$ cat config.mk
export PLATFORM = sky130hd
export DESIGN_NAME = boundary_scan_test_port
export DESIGN_NICKNAME = d
export VERILOG_FILES = /design/src/tap_pkg.sv /design/src/sync2.sv /design/src/boundary_scan_test_port.sv
export SDC_FILE = /design/constraint.sdc
export NUM_CORES = 1
export LEC_CHECK = 0
export CORE_MARGIN = 5
export CORE_UTILIZATION = 50
export CTS_BUF_LIST = sky130_fd_sc_hd__clkbuf_8
export CTS_CLUSTER_DIAMETER = 80
export DETAILED_ROUTE_END_ITERATION = 12
export DONT_BUFFER_PORTS = 1
export HOLD_SLACK_MARGIN = 0.06
export MAX_ROUTING_LAYER = met4
export PLACE_DENSITY = 0.64
export SYNTH_ARGS = -nofsm -noshare
export SYNTH_HDL_FRONTEND = slang
export SYNTH_SLANG_ARGS = --single-unit
$ cat constraint.sdc
create_clock -name i_clk -period 2 [get_ports i_clk]
set_clock_uncertainty 0.15 [all_clocks]
set_input_delay 0.2 -clock i_clk [delete_from_list [all_inputs] [get_ports i_clk]]
set_output_delay 0.2 -clock i_clk [all_outputs]
set_load 0.03 [all_outputs]
$ cat src/tap_pkg.sv
// constants and carrier types for the boundary-scan test port
package tap_pkg;

   // tap controller states
   typedef enum logic [3:0] {
      st_reset, st_idle,
      st_sel_dr, st_cap_dr, st_shift_dr, st_ex1_dr, st_pause_dr, st_ex2_dr, st_upd_dr,
      st_sel_ir, st_cap_ir, st_shift_ir, st_ex1_ir, st_pause_ir, st_ex2_ir, st_upd_ir
   } tap_state_t;

   // instruction register layout
   localparam int IR_W = 4;
   localparam logic [IR_W-1:0] IR_CAPTURE = 4'h1;
   localparam logic [IR_W-1:0] IR_EXTEST = 4'h0;
   localparam logic [IR_W-1:0] IR_SAMPLE = 4'h2;
   localparam logic [IR_W-1:0] IR_IDCODE = 4'h3;
   localparam logic [IR_W-1:0] IR_BYPASS = 4'hf;

   // identification register, value arbitrary
   localparam logic [31:0] IDCODE_VALUE = 32'h0000_0001;
   localparam int ID_W = 32;

   // boundary register length, arbitrary default
   localparam int BSR_W = 8;

   // sampled link pins after synchronisation
   typedef struct packed {
      logic tck;
      logic tms;
      logic tdi;
      logic trst_n;
   } link_t;

   // derived test-clock events
   typedef struct packed {
      logic rise;
      logic fall;
   } tck_edge_t;

endpackage : tap_pkg

$ cat src/sync2.sv
// two-flop synchroniser for one pin
`timescale 1ns/1ns
`default_nettype none
module sync2 #(
   parameter logic RST_VAL = 1'b0
) (
   // clock and reset
   input wire logic i_clk,
   input wire logic i_sys_rst,
   // pin in, synchronised out
   input wire logic i_async,
   output logic o_sync
);
   logic meta;
   logic next_meta;
   logic next_sync;

   // first stage feeds only the second
   always_comb begin
      next_meta = i_async;
      next_sync = meta;
   end

   always_ff @(posedge i_clk) begin
      if (i_sys_rst) begin
         meta <= RST_VAL;
         o_sync <= RST_VAL;
      end else begin
         meta <= next_meta;
         o_sync <= next_sync;
      end
   end
endmodule : sync2
`default_nettype wire

$ cat src/boundary_scan_test_port.sv
// boundary-scan test access port, oversampled from the system clock
// What this block does
// - serial test data is launched onto the data output at a falling test-clock edge.
// - the data output floats unless a shift of instruction or data is in progress.
// - a low test reset forces the controller to test-logic-reset without a test-clock edge.
// - serial instructions and data on the data input shift into the selected register.
// - the controller state advances from the mode-select level at each rising test-clock edge.
// - all test logic advances only on test-clock events, apart from test reset.
`timescale 1ns/1ns
`default_nettype none
module boundary_scan_test_port
   import tap_pkg::*;
(
   // system clock and reset
   input wire logic i_clk,
   input wire logic i_sys_rst,
   // test link pins
   input wire logic i_tck,
   input wire logic i_tms,
   input wire logic i_tdi,
   input wire logic i_trst_n,
   output logic o_tdo,
   output logic o_tdo_oe_n,
   // boundary cell capture and update
   input wire logic [BSR_W-1:0] i_pins,
   output logic [BSR_W-1:0] o_pins,
   output logic o_extest
);

   ////////////////////////////////////////////////////////////////////
   link_t lnk;
   tck_edge_t edge_ev;
   logic tck_d;
   logic next_tck_d;

   // every test link pin passes two flops before use; boundary inputs i_pins are used directly
   sync2 #(.RST_VAL(1'b0)) u_tck (.i_clk(i_clk), .i_sys_rst(i_sys_rst), .i_async(i_tck),
      .o_sync(lnk.tck));
   sync2 #(.RST_VAL(1'b1)) u_tms (.i_clk(i_clk), .i_sys_rst(i_sys_rst), .i_async(i_tms),
      .o_sync(lnk.tms));
   sync2 #(.RST_VAL(1'b1)) u_tdi (.i_clk(i_clk), .i_sys_rst(i_sys_rst), .i_async(i_tdi),
      .o_sync(lnk.tdi));
   sync2 #(.RST_VAL(1'b0)) u_trst (.i_clk(i_clk), .i_sys_rst(i_sys_rst), .i_async(i_trst_n),
      .o_sync(lnk.trst_n));

   // edge detection on the synchronised test clock
   always_comb begin
      next_tck_d = lnk.tck;
      edge_ev.rise = lnk.tck & ~tck_d;
      edge_ev.fall = ~lnk.tck & tck_d;
   end

   always_ff @(posedge i_clk) begin
      if (i_sys_rst) begin
         tck_d <= 1'b0;
      end else begin
         tck_d <= next_tck_d;
      end
   end

   ////////////////////////////////////////////////////////////////////
   tap_state_t state;
   tap_state_t next_state;

   // controller walk; test reset wins without waiting for a clock event
   always_comb begin
      next_state = state;
      if (!lnk.trst_n) begin
         next_state = st_reset;
      end else if (edge_ev.rise) begin
         unique case (state)
            st_reset: next_state = lnk.tms ? st_reset : st_idle;
            st_idle: next_state = lnk.tms ? st_sel_dr : st_idle;
            st_sel_dr: next_state = lnk.tms ? st_sel_ir : st_cap_dr;
            st_cap_dr: next_state = lnk.tms ? st_ex1_dr : st_shift_dr;
            st_shift_dr: next_state = lnk.tms ? st_ex1_dr : st_shift_dr;
            st_ex1_dr: next_state = lnk.tms ? st_upd_dr : st_pause_dr;
            st_pause_dr: next_state = lnk.tms ? st_ex2_dr : st_pause_dr;
            st_ex2_dr: next_state = lnk.tms ? st_upd_dr : st_shift_dr;
            st_upd_dr: next_state = lnk.tms ? st_sel_dr : st_idle;
            st_sel_ir: next_state = lnk.tms ? st_reset : st_cap_ir;
            st_cap_ir: next_state = lnk.tms ? st_ex1_ir : st_shift_ir;
            st_shift_ir: next_state = lnk.tms ? st_ex1_ir : st_shift_ir;
            st_ex1_ir: next_state = lnk.tms ? st_upd_ir : st_pause_ir;
            st_pause_ir: next_state = lnk.tms ? st_ex2_ir : st_pause_ir;
            st_ex2_ir: next_state = lnk.tms ? st_upd_ir : st_shift_ir;
            st_upd_ir: next_state = lnk.tms ? st_sel_dr : st_idle;
         endcase
      end
   end

   always_ff @(posedge i_clk) begin
      if (i_sys_rst) begin
         state <= st_reset;
      end else begin
         state <= next_state;
      end
   end

   ////////////////////////////////////////////////////////////////////
   logic [IR_W-1:0] ir_sh;
   logic [IR_W-1:0] ir;
   logic [ID_W-1:0] id_sh;
   logic [BSR_W-1:0] bsr_sh;
   logic byp;
   logic [IR_W-1:0] next_ir_sh;
   logic [IR_W-1:0] next_ir;
   logic [ID_W-1:0] next_id_sh;
   logic [BSR_W-1:0] next_bsr_sh;
   logic next_byp;
   logic [BSR_W-1:0] next_pins;
   logic next_extest;
   logic bsr_sel;

   // capture, shift and update on rising test-clock events only
   always_comb begin
      next_ir_sh = ir_sh;
      next_ir = ir;
      next_id_sh = id_sh;
      next_bsr_sh = bsr_sh;
      next_byp = byp;
      next_pins = o_pins;
      bsr_sel = (ir == IR_EXTEST) || (ir == IR_SAMPLE);
      if (!lnk.trst_n || state == st_reset) begin
         next_ir = IR_IDCODE;
      end else if (edge_ev.rise) begin
         unique case (state)
            st_cap_ir: next_ir_sh = IR_CAPTURE;
            st_shift_ir: next_ir_sh = {lnk.tdi, ir_sh[IR_W-1:1]};
            st_upd_ir: next_ir = ir_sh;
            st_cap_dr: begin
               next_id_sh = IDCODE_VALUE;
               next_bsr_sh = i_pins;
               next_byp = 1'b0;
            end
            st_shift_dr: begin
               if (ir == IR_IDCODE) begin
                  next_id_sh = {lnk.tdi, id_sh[ID_W-1:1]};
               end else if (bsr_sel) begin
                  next_bsr_sh = {lnk.tdi, bsr_sh[BSR_W-1:1]};
               end else begin
                  next_byp = lnk.tdi;
               end
            end
            st_upd_dr: begin
               if (bsr_sel) begin
                  next_pins = bsr_sh;
               end
            end
            default: ;
         endcase
      end
      next_extest = (ir == IR_EXTEST);
   end

   always_ff @(posedge i_clk) begin
      if (i_sys_rst) begin
         ir_sh <= '0;
         ir <= IR_IDCODE;
         id_sh <= '0;
         bsr_sh <= '0;
         byp <= 1'b0;
         o_pins <= '0;
         o_extest <= 1'b0;
      end else begin
         ir_sh <= next_ir_sh;
         ir <= next_ir;
         id_sh <= next_id_sh;
         bsr_sh <= next_bsr_sh;
         byp <= next_byp;
         o_pins <= next_pins;
         o_extest <= next_extest;
      end
   end

   ////////////////////////////////////////////////////////////////////
   logic next_tdo;
   logic next_tdo_oe_n;

   // output changes only at falling events or on test reset, so the tester samples a stable bit
   always_comb begin
      next_tdo = o_tdo;
      next_tdo_oe_n = o_tdo_oe_n;
      if (!lnk.trst_n) begin
         next_tdo_oe_n = 1'b1;
      end else if (edge_ev.fall) begin
         next_tdo_oe_n = !(state == st_shift_ir || state == st_shift_dr);
         if (state == st_shift_ir) begin
            next_tdo = ir_sh[0];
         end else if (ir == IR_IDCODE) begin
            next_tdo = id_sh[0];
         end else if (bsr_sel) begin
            next_tdo = bsr_sh[0];
         end else begin
            next_tdo = byp;
         end
      end
   end

   always_ff @(posedge i_clk) begin
      if (i_sys_rst) begin
         o_tdo <= 1'b0;
         o_tdo_oe_n <= 1'b1;
      end else begin
         o_tdo <= next_tdo;
         o_tdo_oe_n <= next_tdo_oe_n;
      end
   end

endmodule : boundary_scan_test_port
`default_nettype wire

## Word-level counts from Yosys, hierarchy flattened

Cells that the tools add are included.

- Bits in registers: 73
- Latch bits: 0
- Bits in writable memories: 0
- Bits in read-only memories: 0
- Input port bits: 14
- Output and inout port bits: 11
- Logic and storage cells: 92
- Memories: 0

- Add/sub/neg operators: 0
- $mul: 0
- Div/mod/pow operators: 0
- Magnitude comparators: 0
- Equality and inequality tests: 21
- Shift-type cells: 0
- Mux-type cells: 25
- Bitwise logic cells: 6
- Reductions and logical operators: 21

Operators with widths:

| cell | number |
|---|---|
| one-hot mux 32 bit (2 select lines) | 1 |
| one-hot mux 4 bit (12 select lines) | 1 |
| equality test 4 bit (second input constant) | 8 |
| two-way mux 32 bit | 1 |
| equality test 4 x 2 -> 1 bit (second input constant) | 4 |
| equality test 4 x 3 -> 1 bit (second input constant) | 4 |
| two-way mux 4 bit | 4 |
| two-way mux 8 bit | 2 |
| one-hot mux 8 bit (2 select lines) | 1 |
| AND reduction 5 bit | 2 |
| zero test 4 bit | 2 |
| two-way mux 1 bit | 8 |
| != test 2 bit (second input constant) | 4 |
| one-hot mux 4 bit (2 select lines) | 1 |
| AND reduction 4 bit | 2 |
| OR reduction 2 bit | 4 |
| two-way mux 2 bit | 3 |
| two-way mux 3 bit | 2 |
| equality test 4 x 1 -> 1 bit (second input constant) | 1 |
| inverter 1 bit | 4 |
| AND reduction 2 bit | 2 |
| nonzero test 2 bit | 2 |
| logical OR 1 bit | 3 |
| AND reduction 3 bit | 1 |
| 4 further kinds | 6 |

## Logic depth before layout (Yosys ltp)

Gate-level depths: netlist of run 1.

- Depth in word-level cells: 5
- Mapped depth: 6
- Gate-level depth less buffers: 4

## Cells and area by module

Synthesis of run 1 repeated with hierarchy kept, for this count alone.

- Cell total of the unflattened synthesis: 318
- Area total of the unflattened synthesis: 2999.1 um^2

Modules (own cells, without submodules):

| module | instances | cells an instance | area each (um^2) | seq. area each (um^2) |
|---|---|---|---|---|
| boundary_scan_test_port | 1 | 302 | 2788.9 | 1301.2 |
| sync2 | 4 | 4 | 52.6 | 40.0 |

## Worst setup path after synthesis of run 1

Ideal clock, no wire load.

- Kind: reg-to-reg
- Start: register state[3]
- End: register bsr_sh[6]
- Library setup time: 70 ps
- Arrival time: 1595 ps
- Data required time: 1780 ps
- Path slack: 184 ps
- Stages on the path, launching flop included: 7
- Path buffers: 2
- Clock period less this slack: 1816 ps
- Cell sequence: dfxtp_1 -> buf_6 -> or4b_4 -> buf_6 -> mux2i_1 -> or3_1 -> a21oi_1

- Cells in the longest elaborated chain, start to end: 4
- Elaborated cells on any way between the ends: 10
- Those cells by class: eq/ne: 4; mux: 1; bitwise: 1; reduce/logical: 4

Ends and longest elaborated chain:

| item | line | text |
|---|---|---|
| start: declaration | boundary_scan_test_port.sv:62 | `tap_state_t state;` |
| start signal: assignment | boundary_scan_test_port.sv:94 | `state <= st_reset;` |
| start signal: assignment | boundary_scan_test_port.sv:96 | `state <= next_state;` |
| branches (longest 4 deep; another with AND reduction 5 bit) | n/a |  |
| end signal: assignment | boundary_scan_test_port.sv:169 | `bsr_sh <= next_bsr_sh;` |
| end: declaration | boundary_scan_test_port.sv:104 | `logic [BSR_W-1:0] bsr_sh;` |

Parallel ways; which one is timed is not known.
A chain may end at the register's enable or synchronous reset.

## Worst setup path in the final report of run 1

- Start: register state[1]
- End: register bsr_sh[5]

The elaborated chain is that of the path after synthesis.

==> results of run 1 <==
-- cells in the mapped netlist, types with 2 or more instances --
library cell   n
or3_1          7
o211ai_1       2
or2_2          4
nand4_1        3
and3_1         2
clkbuf_1      12
nand3b_1       4
nand3_1        5
o21ai_0       17
a31oi_1        2
a211oi_1       3
nor3_1         6
o22ai_1       29
mux2i_1       15
nand2_1       38
o32ai_1        2
buf_2          6
inv_1          6
a22oi_1        4
a21oi_1       16
nor2b_1        8
buf_6          5
nor2_1        19
nand2b_1       5
nor3b_1        4
dfxtp_1       73
-- worst max-delay path by stage --
stage	from	to	slack, ns	cells after the start
finish	state[1]	bsr_sh[5]	0.10	5
CTS	state[0]	bsr_sh[0]	0.02	5
global placement	state[2]	bsr_sh[1]	0.09	5
floorplan	state[3]	bsr_sh[6]	0.18	6
global route	state[1]	id_sh[8]	0.003	5
detailed placement	state[0]	bsr_sh[5]	0.04	5
-- cell type report --
| type | instances | area, µm² | area share (%) |
|---|---|---|---|
| inverters | 7 | 26.3 | 0.759 |
| flip-flops and latches | 73 | 1460 | 42.3 |
| repair buffers | 30 | 290 | 8.39 |
| multi-input cells | 218 | 1360 | 39.3 |
| well taps | 75 | 93.8 | 2.71 |
| clock buffers | 9 | 124 | 3.58 |
| clock inverters | 7 | 103 | 2.96 |
-- worst min-delay path, cell delays in order --
cell and delay (ns):
clkinv_1 0.05, nand2_1 0.19, a221oi_1 0.08
-- routing by layer --
metal / part of all wire, % / up-vias
met1: 48 / 1108
met2: 46 / 38
met5: 0 / -
li1: - / 1207
met4: 2.1 / 0
met3: 3.5 / 10
-- through the flow --
stage / setup slack, ns / util [%] / std cells
global route: 0.00345 / 59.2 / 419
detailed placement: 0.0418 / 52.1 / 388
CTS: 0.0176 / 58.5 / 418
global placement: 0.0873 / 52.1 / 388
finish: 0.100 / 59.2 / 419
floorplan: 0.184 / - / 323
-- state kept, by name, summed over array words and instances (netlist names) --
name	flops
tck_d	1
u_tdi.meta	1
state	4
id_sh	32
u_tdi.o_sync	1
u_trst.o_sync	1
o_tdo_oe_n	1
o_pins	8
bsr_sh	8
u_tck.meta	1
o_extest	1
byp	1
o_tdo	1
u_trst.meta	1
u_tck.o_sync	1
u_tms.meta	1
ir_sh	4
ir	4
u_tms.o_sync	1
-- where the power goes --
group          leakage, nW  switching, mW  internal (mW)  total (mW)
registers            0.590        0.00743           1.46        1.47
clock network        0.116          0.573          0.717        1.29
logic                0.557         0.0370         0.0368      0.0738
-- cell families (layout without fill, tap and decap cells) --
| family | Yosys count | count (layout) | share of synthesized area [%] |
|---|---|---|---|
| simple gates | 111 | 111 | 19.7 |
| compound gates | 91 | 91 | 20.0 |
| flops | 73 | 73 | 49.3 |
| buf+inv | 32 | 53 | 5.69 |
| mux | 15 | 15 | 5.06 |
| xor+xnor | 1 | 1 | 0.295 |
-- timing repair --
item | in CTS | in global routing
setup buffers | 0 | 1
setup endpoints to repair | 0 | 27
endpoints found under the hold margin | 33 | 0
gates resized for setup | 0 | 6
hold buffers | 14 | 0
==> metrics.csv, run 1 <==
stage,metric,value,unit
run_status,status,completed,
global_route,first-pass GRT wire length,10400,µm
detailed_routing,DRT Pass-1 Iters,5,
floorplanning,die span in y,87.0,µm
yosys,Yosys cell types,52,
floorplanning,Initial Util,50.7,%
timing,Worst-Margin Slew,0.562,ns
critical_path,"Buf+Inv Stages, Crit Path",1,
yosys,top post-synthesis cells by area,"dfxtp_1 (49%), o22ai_1 (6.1%), mux2i_1 (5.1%)",
yosys,yosys warns,0,
floorplanning,FP Rows,28,
floorplanning,Core ar.,5850,µm²
critical_path,max incr delay on CP,0.56,ns
job,Max Cap Violations,0,
cells_and_area,"most common cell after layout, fill and taps aside",dfxtp_1,
critical_path,CP Launch Type,register,
timing,setup TNS,0,ns
yosys,Post-synth EDFFs,0,
timing,WHS,0.0804,ns
clocking,clk slew on worst S/H paths,0.09,ns
clocking,CTS tree,yes,
cells_and_area,fill cell count,499,
floorplanning,num ports,25,
yosys,Yosys top cell area share,49.3,%
detailed_routing,final WL,6010,µm
placed_design,DP HPWL,3870,µm
yosys,syn_nets,337,
min_path,Min-Delay Path Depth,3,
pwr,Max IR drop VDD,0.000622,V
pwr,leak pwr,1.26,nW
pwr,total power draw,2.83,mW
yosys,sequential element share of the synthesized area,49.3,%
yosys,Async SR Flop Fraction,0,%
clocking,clock latency on the worst-skew pair,0.35,ns
detailed_routing,routed len/inst,14.3,µm
timing,Final Setup Violations,0,
yosys,post-synthesis instance total,323,
min_path,Hold Startpoint,i_sys_rst,
timing,Worst slew margin,62.3,%
clocking,clk sinks,73,
clocking,Max Root-Sink Buffers,2,
critical_path,crit end category,register,
cells_and_area,post-route cell area,3460,µm²
placed_design,placed inst area,3050,µm²
global_route,initial antenna violation count,0,
timing,Fmax,526,MHz
global_route,GR Util met3,4.54,%
yosys,synthesized flop and latch total,73,
detailed_routing,DR vias,2363,
critical_path,critical path arrival,2.04,ns
placed_design,gp weighted congestion,0.820,
clocking,H-Tree Depth,3,
critical_path,Reg2Reg Setup Slack,0.10,ns
global_route,global route total overflow,0,
yosys,ys flop type,dfxtp_1,
floorplanning,Die Area,7570,µm²
timing,final hold violations,0,
critical_path,Crit Path Class,reg -> reg,
cells_and_area,most frequent cells in the layout,"dfxtp_1 (72), nand2_1 (38), o22ai_1 (29)",
detailed_routing,DRT antenna net count,0,
critical_path,FF-to-FF path depth,5,
clocking,TritonCTS Buffers,9,
timing,min Tclk post-route,1.90,ns
critical_path,FF-to-FF End,bsr_sh[5],
critical_path,"Largest delay share family, worst path",simple AND/OR/NAND/NOR gates,
global_route,M1 GR Usage,22.9,%
global_route,grt met2 use,26.4,%
min_path,hold crit path type,in -> reg,
detailed_routing,mean number of vias per cell,5.64,
cells_and_area,layout cell share with drive strength beyond 1,14.2,%
global_route,gr busiest metal,met2,
timing,"Slew Viols, Final",0,
yosys,syn_area_per_cell,9.18,µm²
global_route,largest net degree at the start of global routing,34,
placed_design,number of port buffers,0,
global_route,number of global-route vias before repair,2221,
global_route,Total GRT Usage,17.8,%
critical_path,crit path cell chain,"or4b_4, buf_6, mux2i_1, or3_1, a21oi_1",
detailed_routing,Iter 0 DRT Violations,90,
critical_path,slowest CP cell,or4b_4,
yosys,cell accounting for the most synthesized area,dfxtp_1,
timing,Final Cycle Share,95.0,%
critical_path,worst r2r src,state[1],
min_path,Hold Path Sink,state[2],
clocking,Root Driver,clkbuf_8,
critical_path,"Max FO, Critical Path",11,
yosys,Mapped Area,2970,µm²
floorplanning,Die X,87.0,µm
cells_and_area,n_diodes,0,
cells_and_area,# nets final,353,
pwr,Power Dens Cells,818,nW/µm²
detailed_routing,Remaining DRCs,0,
timing,RSZ-0062 raised after global routing,false,
cells_and_area,area delta synth->final,16.7,%
critical_path,CP Data Required Time,2.14,ns
(Power assumes the default switching activity.)
==> run 2: changes to the inputs <==
--- a/config.mk
+++ b/config.mk
@@ -6,14 +6,15 @@
 export NUM_CORES = 1
 export LEC_CHECK = 0
 export CORE_MARGIN = 5
-export CORE_UTILIZATION = 50
+export CORE_UTILIZATION = 37
 export CTS_BUF_LIST = sky130_fd_sc_hd__clkbuf_8
 export CTS_CLUSTER_DIAMETER = 80
 export DETAILED_ROUTE_END_ITERATION = 12
 export DONT_BUFFER_PORTS = 1
 export HOLD_SLACK_MARGIN = 0.06
 export MAX_ROUTING_LAYER = met4
-export PLACE_DENSITY = 0.64
+export PLACE_DENSITY = 0.5
+export RECOVER_POWER = 50
 export SYNTH_ARGS = -nofsm -noshare
 export SYNTH_HDL_FRONTEND = slang
 export SYNTH_SLANG_ARGS = --single-unit
==> constraint.sdc (replaced) <==
create_clock -name i_clk -period 1.81 [get_ports i_clk]
set_clock_uncertainty 0.15 [all_clocks]
set_input_delay 0.181 -clock i_clk [delete_from_list [all_inputs] [get_ports i_clk]]
set_output_delay 0.181 -clock i_clk [all_outputs]
set_load 0.03 [all_outputs]
==> metrics.csv, run 2 (synthesized netlist as in run 1, its figures left out) <==
stage,metric,value,unit,change
min_path,Hold Startpoint,i_sys_rst,,unchanged
global_route,M1 GR Usage,17.9,%,was 22.9%
cells_and_area,"most common cell after layout, fill and taps aside",dfxtp_1,,unchanged
detailed_routing,routed len/inst,14.0,µm,was 14.3 µm
global_route,GR Util met3,4.28,%,was 4.54%
cells_and_area,Top reg by flops,id_sh,,unchanged
floorplanning,die span in y,99.5,µm,was 87.0 µm
clocking,Max Root-Sink Buffers,2,,unchanged
critical_path,CP Data Required Time,1.94,ns,was 2.14 ns
min_path,Min-Delay Path Depth,3,,unchanged
detailed_routing,DRT antenna net count,0,,unchanged
critical_path,FF-to-FF End,bsr_sh[5],,unchanged
cells_and_area,Largest register FFs,32,,unchanged
clocking,TritonCTS Buffers,9,,unchanged
floorplanning,Initial Util,38.2,%,was 50.7%
cells_and_area,final std cells w/o fill,459,,was 419
floorplanning,num ports,25,,unchanged
critical_path,"Max FO, Critical Path",11,,unchanged
global_route,grt met2 use,21.0,%,was 26.4%
cells_and_area,most frequent cells in the layout,"dfxtp_1 (71), nand2_1 (38), o22ai_1 (29)",,"was dfxtp_1 (72), nand2_1 (38), o22ai_1 (29)"
global_route,global route total overflow,0,,unchanged
critical_path,worst r2r src,state[0],,was state[1]
clocking,clock latency on the worst-skew pair,0.35,ns,about the same
timing,Final Cycle Share,105,%,was 95.0%
pwr,total power draw,3.10,mW,was 2.83 mW
clocking,CTS tree,yes,,unchanged
detailed_routing,Remaining DRCs,0,,unchanged
cells_and_area,# nets final,366,,was 353
critical_path,FF-to-FF path depth,5,,unchanged
clocking,Root Driver,clkbuf_8,,unchanged
detailed_routing,Iter 0 DRT Violations,58,,was 90
timing,final hold violations,0,,unchanged
floorplanning,Die Area,9910,µm²,was 7570 µm²
run_status,status,"finished, violations left",,was completed
placed_design,DP HPWL,4240,µm,was 3870 µm
clocking,post-CTS setup buffers,0,,unchanged
cells_and_area,layout cell share with drive strength beyond 1,17.1,%,was 14.2%
timing,min Tclk post-route,1.90,ns,about the same
cells_and_area,top flop regs,"id_sh: 32 flops, bsr_sh: 8 flops, o_pins: 8 flops",,unchanged
clocking,H-Tree Depth,3,,unchanged
cells_and_area,fill cell count,776,,was 499
timing,"Slew Viols, Final",0,,unchanged
placed_design,pre-CTS setup slack,-0.00435,ns,was 0.0418 ns
pwr,leak pwr,1.33,nW,was 1.26 nW
timing,Final Setup Violations,7,,was 0
critical_path,critical path arrival,2.03,ns,was 2.04 ns
global_route,initial antenna violation count,0,,unchanged
detailed_routing,final WL,6440,µm,was 6010 µm
timing,Worst-Margin Slew,0.431,ns,was 0.562 ns
global_route,gr busiest metal,met2,,unchanged
timing,post-route setup slack,-0.0866,ns,was 0.100 ns
global_route,largest net degree at the start of global routing,34,,unchanged
detailed_routing,DR vias,2399,,was 2363
min_path,hold crit path type,in -> reg,,unchanged
detailed_routing,DRT Pass-1 Iters,4,,was 5
min_path,Hold Path Sink,state[1],,was state[2]
critical_path,CP Launch Type,register,,unchanged
floorplanning,Die X,99.5,µm,was 87.0 µm
pwr,Power Dens Cells,864,nW/µm²,was 818 nW/µm²
critical_path,crit end category,register,,unchanged
run_status,failing checks,negative setup slack,,
detailed_routing,mean number of vias per cell,5.23,,was 5.64
cells_and_area,n_diodes,0,,unchanged
cells_and_area,area delta synth->final,21.0,%,was 16.7%
global_route,Total GRT Usage,14.0,%,was 17.8%
job,Max Cap Violations,0,,unchanged
placed_design,number of port buffers,0,,unchanged
pwr,Max IR drop VDD,0.000476,V,was 0.000622 V
global_route,number of global-route vias before repair,2201,,was 2221
critical_path,Reg2Reg Setup Slack,-0.09,ns,was 0.10 ns
critical_path,Crit Path Class,reg -> reg,,unchanged
clocking,clk sinks,73,,unchanged
timing,setup TNS,-0.141,ns,was 0 ns
timing,Worst slew margin,71.3,%,was 62.3%
floorplanning,FP Rows,32,,was 28
timing,Fmax,527,MHz,was 526 MHz
clocking,clk slew on worst S/H paths,0.08,ns,was 0.09 ns
global_route,first-pass GRT wire length,10800,µm,was 10400 µm
timing,RSZ-0062 raised after global routing,true,,was false
placed_design,gp weighted congestion,0.757,,was 0.820
placed_design,number of instances in the placed design,428,,was 388
floorplanning,Core ar.,7770,µm²,was 5850 µm²
==> run 2: cell types whose count changed in the layout (fill, tap and decap cells not counted), moves of 2 or more <==
cell,change
buf_4,+9
buf_12,+2
buf_6,-2
a21oi_2,+2
a21oi_1,-2
==> run 2: where the power goes <==
group,internal (mW),total (mW),switching (mW)
Sequential,1.61,1.62,0.00654
Combinational,0.0435,0.0881,0.0446
Clock,0.775,1.39,0.618
==> run 2: per-stage QoR <==
| step | hold WS [ns] | area [µm²] | utilization [%] |
|---|---|---|---|
| after floorplan | 0.135 | 2970 | - |
| after global placement | 0.107 | 3200 | 41.2 |
| after detailed placement | 0.109 | 3200 | 41.2 |
| after CTS | 0.0726 | 3580 | 46.1 |
| after global routing | 0.120 | 3590 | 46.2 |
| final | 0.0732 | 3590 | 46.2 |
==> run 2: cell type report <==
cell class	count	area [µm²]	area share, %
Inverter	7	26.3	0.732
Clock buffer	9	124	3.45
Tap cell	102	128	3.56
Clock inverter	7	93.8	2.61
Timing Repair Buffer	43	402	11.2
Multi-Input combinational cell	218	1350	37.7
Sequential cell	73	1460	40.8
==> run 2: repair_timing <==
| action | CTS | global route |
|---|---|---|
| pin swaps | 0 | 0 |
| endpoints found under the setup margin | 7 | 40 |
| hold endpoints to repair | 33 | 0 |
| hold buffers | 15 | 0 |
| resized for setup | 1 | 4 |
==> run 2: worst max-delay path by stage <==
| stage | endpoint | slack (ns) | startpoint |
|---|---|---|---|
| 2_1_floorplan | bsr_sh[6] | -0.006 | state[3] |
| 3_3_place_gp | bsr_sh[6] | 0.002 | state[2] |
| 3_5_place_dp | bsr_sh[1] | -0.004 | state[2] |
| 4_1_cts | bsr_sh[6] | -0.02 | state[0] |
| 5_1_grt | bsr_sh[5] | -0.13 | state[0] |
| 6_report | bsr_sh[5] | -0.09 | state[0] |
==> run 2: layer usage <==
layer / wire length (µm) / vias up
met1: 3120 / 1135
met2: 3010 / 20
met4: 99 / 0
li1: - / 1232
met5: 0 / -
met3: 210 / 12
==> run 2: worst max-delay path: stages, from the launching register on <==
cell	delay (ns)
dfxtp_1	0.31
or4b_4	0.57
buf_12	0.17
mux2i_1	0.12
or3_1	0.35
a21oi_2	0.15
==> run 3: changes to the inputs <==
--- a/config.mk
+++ b/config.mk
@@ -7,13 +7,11 @@
 export LEC_CHECK = 0
 export CORE_MARGIN = 5
 export CORE_UTILIZATION = 37
-export CTS_BUF_LIST = sky130_fd_sc_hd__clkbuf_8
 export CTS_CLUSTER_DIAMETER = 80
 export DETAILED_ROUTE_END_ITERATION = 12
 export DONT_BUFFER_PORTS = 1
 export HOLD_SLACK_MARGIN = 0.06
 export MAX_ROUTING_LAYER = met4
-export PLACE_DENSITY = 0.5
 export RECOVER_POWER = 50
 export SYNTH_ARGS = -nofsm -noshare
 export SYNTH_HDL_FRONTEND = slang
==> metrics.csv, run 3 (synthesized netlist as in run 1, its figures left out) <==
stage,metric,value,unit,change
timing,RSZ-0062 raised after global routing,true,,unchanged
detailed_routing,final WL,6520,µm,was 6440 µm
pwr,Seq pwr share,54.1,%,was 52.2%
pwr,total internal power,2.33,mW,was 2.43 mW
cells_and_area,Largest register FFs,32,,unchanged
critical_path,critical path arrival,2.00,ns,was 2.03 ns
critical_path,max incr delay on CP,0.58,ns,was 0.57 ns
placed_design,number of port buffers,0,,unchanged
clocking,clk slew on worst S/H paths,0.08,ns,about the same
timing,final hold violations,0,,unchanged
global_route,Total GRT Usage,13.7,%,was 14.0%
pwr,Power Dens Cells,832,nW/µm²,was 864 nW/µm²
clocking,clock latency on the worst-skew pair,0.34,ns,was 0.35 ns
timing,Worst-Margin Slew,0.375,ns,was 0.431 ns
critical_path,CP Launch Type,register,,unchanged
timing,setup TNS,-0.234,ns,was -0.141 ns
detailed_routing,DR vias,2408,,was 2399
cells_and_area,most frequent cells in the layout,"dfxtp_1 (71), nand2_1 (38), o22ai_1 (29)",,unchanged
detailed_routing,routed len/inst,14.3,µm,was 14.0 µm
floorplanning,Die Area,9910,µm²,unchanged
cells_and_area,# nets final,362,,was 366
timing,post-route setup slack,-0.0510,ns,was -0.0866 ns
run_status,failing checks,negative setup slack,,unchanged
detailed_routing,Iter 0 DRT Violations,110,,was 58
floorplanning,FP Rows,32,,unchanged
global_route,largest net degree at the start of global routing,34,,unchanged
critical_path,CP Data Required Time,1.94,ns,about the same
cells_and_area,area delta synth->final,21.4,%,was 21.0%
clocking,Root Driver,clkbuf_8,,unchanged
pwr,Gate power share,2.8,%,about the same
timing,Final Cycle Share,103,%,was 105%
critical_path,slowest CP cell,or4b_4,,unchanged
cells_and_area,final std cells w/o fill,455,,was 459
placed_design,placed inst area,3170,µm²,was 3200 µm²
floorplanning,die span in y,99.5,µm,unchanged
pwr,leak pwr,1.32,nW,was 1.33 nW
cells_and_area,top flop regs,"id_sh: 32 flops, bsr_sh: 8 flops, o_pins: 8 flops",,unchanged
timing,Fmax,537,MHz,was 527 MHz
placed_design,number of instances in the placed design,423,,was 428
timing,WHS,0.0939,ns,was 0.0732 ns
floorplanning,Die X,99.5,µm,unchanged
floorplanning,Core ar.,7770,µm²,unchanged
critical_path,crit end category,register,,unchanged
critical_path,crit path cell chain,"or4b_4, buf_12, mux2i_1, or3_1, a21oi_2",,unchanged
clocking,CTS tree,yes,,unchanged
placed_design,gp weighted congestion,0.835,,was 0.757
global_route,first-pass GRT wire length,10700,µm,was 10800 µm
global_route,number of global-route vias before repair,2302,,was 2201
critical_path,Crit Path Class,reg -> reg,,unchanged
pwr,Clock power frac,43.1,%,was 44.9%
detailed_routing,Remaining DRCs,0,,unchanged
cells_and_area,n_diodes,0,,unchanged
cells_and_area,layout cell share with drive strength beyond 1,17.8,%,was 17.1%
floorplanning,Initial Util,38.2,%,unchanged
global_route,global route total overflow,0,,unchanged
critical_path,"Buf+Inv Stages, Crit Path",1,,unchanged
detailed_routing,DRT Pass-1 Iters,4,,unchanged
floorplanning,num ports,25,,unchanged
critical_path,"Largest delay share family, worst path",simple AND/OR/NAND/NOR gates,,unchanged
job,Max Cap Violations,0,,unchanged
clocking,Max Root-Sink Buffers,2,,unchanged
timing,Final Setup Violations,8,,was 7
global_route,initial antenna violation count,0,,unchanged
cells_and_area,Top reg by flops,id_sh,,unchanged
critical_path,"Max FO, Critical Path",10,,was 11
cells_and_area,fill cell count,775,,was 776
pwr,Net Sw Power,0.665,mW,was 0.669 mW
clocking,H-Tree Depth,3,,unchanged
timing,min Tclk post-route,1.86,ns,was 1.90 ns
pwr,Net Sw Frac,22.2,%,was 21.6%
detailed_routing,DRT antenna net count,0,,unchanged
timing,Worst slew margin,74.9,%,was 71.3%
min_path,hold crit path type,in -> reg,,unchanged
cells_and_area,post-route cell area,3600,µm²,was 3590 µm²
timing,"Slew Viols, Final",0,,unchanged
pwr,Max IR drop VDD,0.000615,V,was 0.000476 V
cells_and_area,"most common cell after layout, fill and taps aside",dfxtp_1,,unchanged
pwr,total power draw,3.00,mW,was 3.10 mW
clocking,clk sinks,73,,unchanged
run_status,status,"finished, violations left",,unchanged
clocking,TritonCTS Buffers,9,,unchanged
placed_design,DP HPWL,4140,µm,was 4240 µm
detailed_routing,mean number of vias per cell,5.29,,was 5.23
==> run 3: cell types whose count changed in the layout (fill, tap and decap cells not counted), sizes merged <==
cell and delta:
buf -4, clkbuf +2, clkinv +2, bufinv -1, clkinvlp -1, dlygate4sd3 -1
inv -1
==> run 3: final cells by class <==
cell class | count | area, µm² | area share, %
multi-input cells | 218 | 1370 | 38.0
clock buffers | 10 | 138 | 3.82
clock inverters | 6 | 66.3 | 1.84
inverters | 7 | 26.3 | 0.730
repair buffers | 39 | 412 | 11.4
flip-flops and latches | 73 | 1460 | 40.7
well taps | 102 | 128 | 3.54
==> run 3: worst paths after layout <==
| check | start | endpoint | slack, ns | cells after the start |
|---|---|---|---|---|
| worst max register to register | state[3] | bsr_sh[5] | -0.05 | 5 |
| worst min-delay path | i_sys_rst | state[2] | 0.09 | 3 |
| worst max-delay path | state[3] | bsr_sh[5] | -0.05 | 5 |
| worst min register to register | u_tdi.meta | u_tdi.o_sync | 0.26 | 1 |
==> run 3: worst register-to-register path, cell delays in order, from the launching register on <==
cell and delay, ns:
dfxtp_2 0.33, or4b_4 0.58, buf_12 0.18, mux2i_1 0.11, or3_1 0.33, a21oi_2 0.13
==> run 3: what timing repair did <==
| item | in CTS | in global routing |
|---|---|---|
| cloned | 0 | 2 |
| setup buffers | 0 | 0 |
| endpoints found under the setup margin | 16 | 41 |
| pin swaps | 0 | 4 |
| hold buffers | 14 | 0 |
| gates resized for setup | 2 | 8 |
| endpoints found under the hold margin | 33 | 0 |
==> run 3: power groups by stage <==
stage               Sequential [mW]  Clock [mW]  Combinational [mW]
floorplan                      1.66           0              0.0460
detailed placement             1.66           0              0.0440
finish                         1.62        1.29              0.0831
global route                   1.62        1.41              0.0913
CTS                            1.62        1.33              0.0843
global placement               1.66           0              0.0432
==> run 3: metal layers <==
metal / share of wire [%] / global-route usage (%) / vias to the layer above
li1: - / - / 1234
met1: 46 / 15.9 / 1130
met2: 50 / 22.8 / 32
met3: 3.3 / 4.63 / 12
met4: 1.2 / 3.57 / 0
met5: 0 / - / -
==> run 3: stage by stage <==
step / utilization (%) / setup slack (ns)
after detailed placement: 40.8 / -0.0162
after global placement: 40.8 / 0.0103
after CTS: 45.4 / -0.0502
final: 46.4 / -0.0510
after global routing: 46.4 / -0.114
after floorplan: - / -0.00559
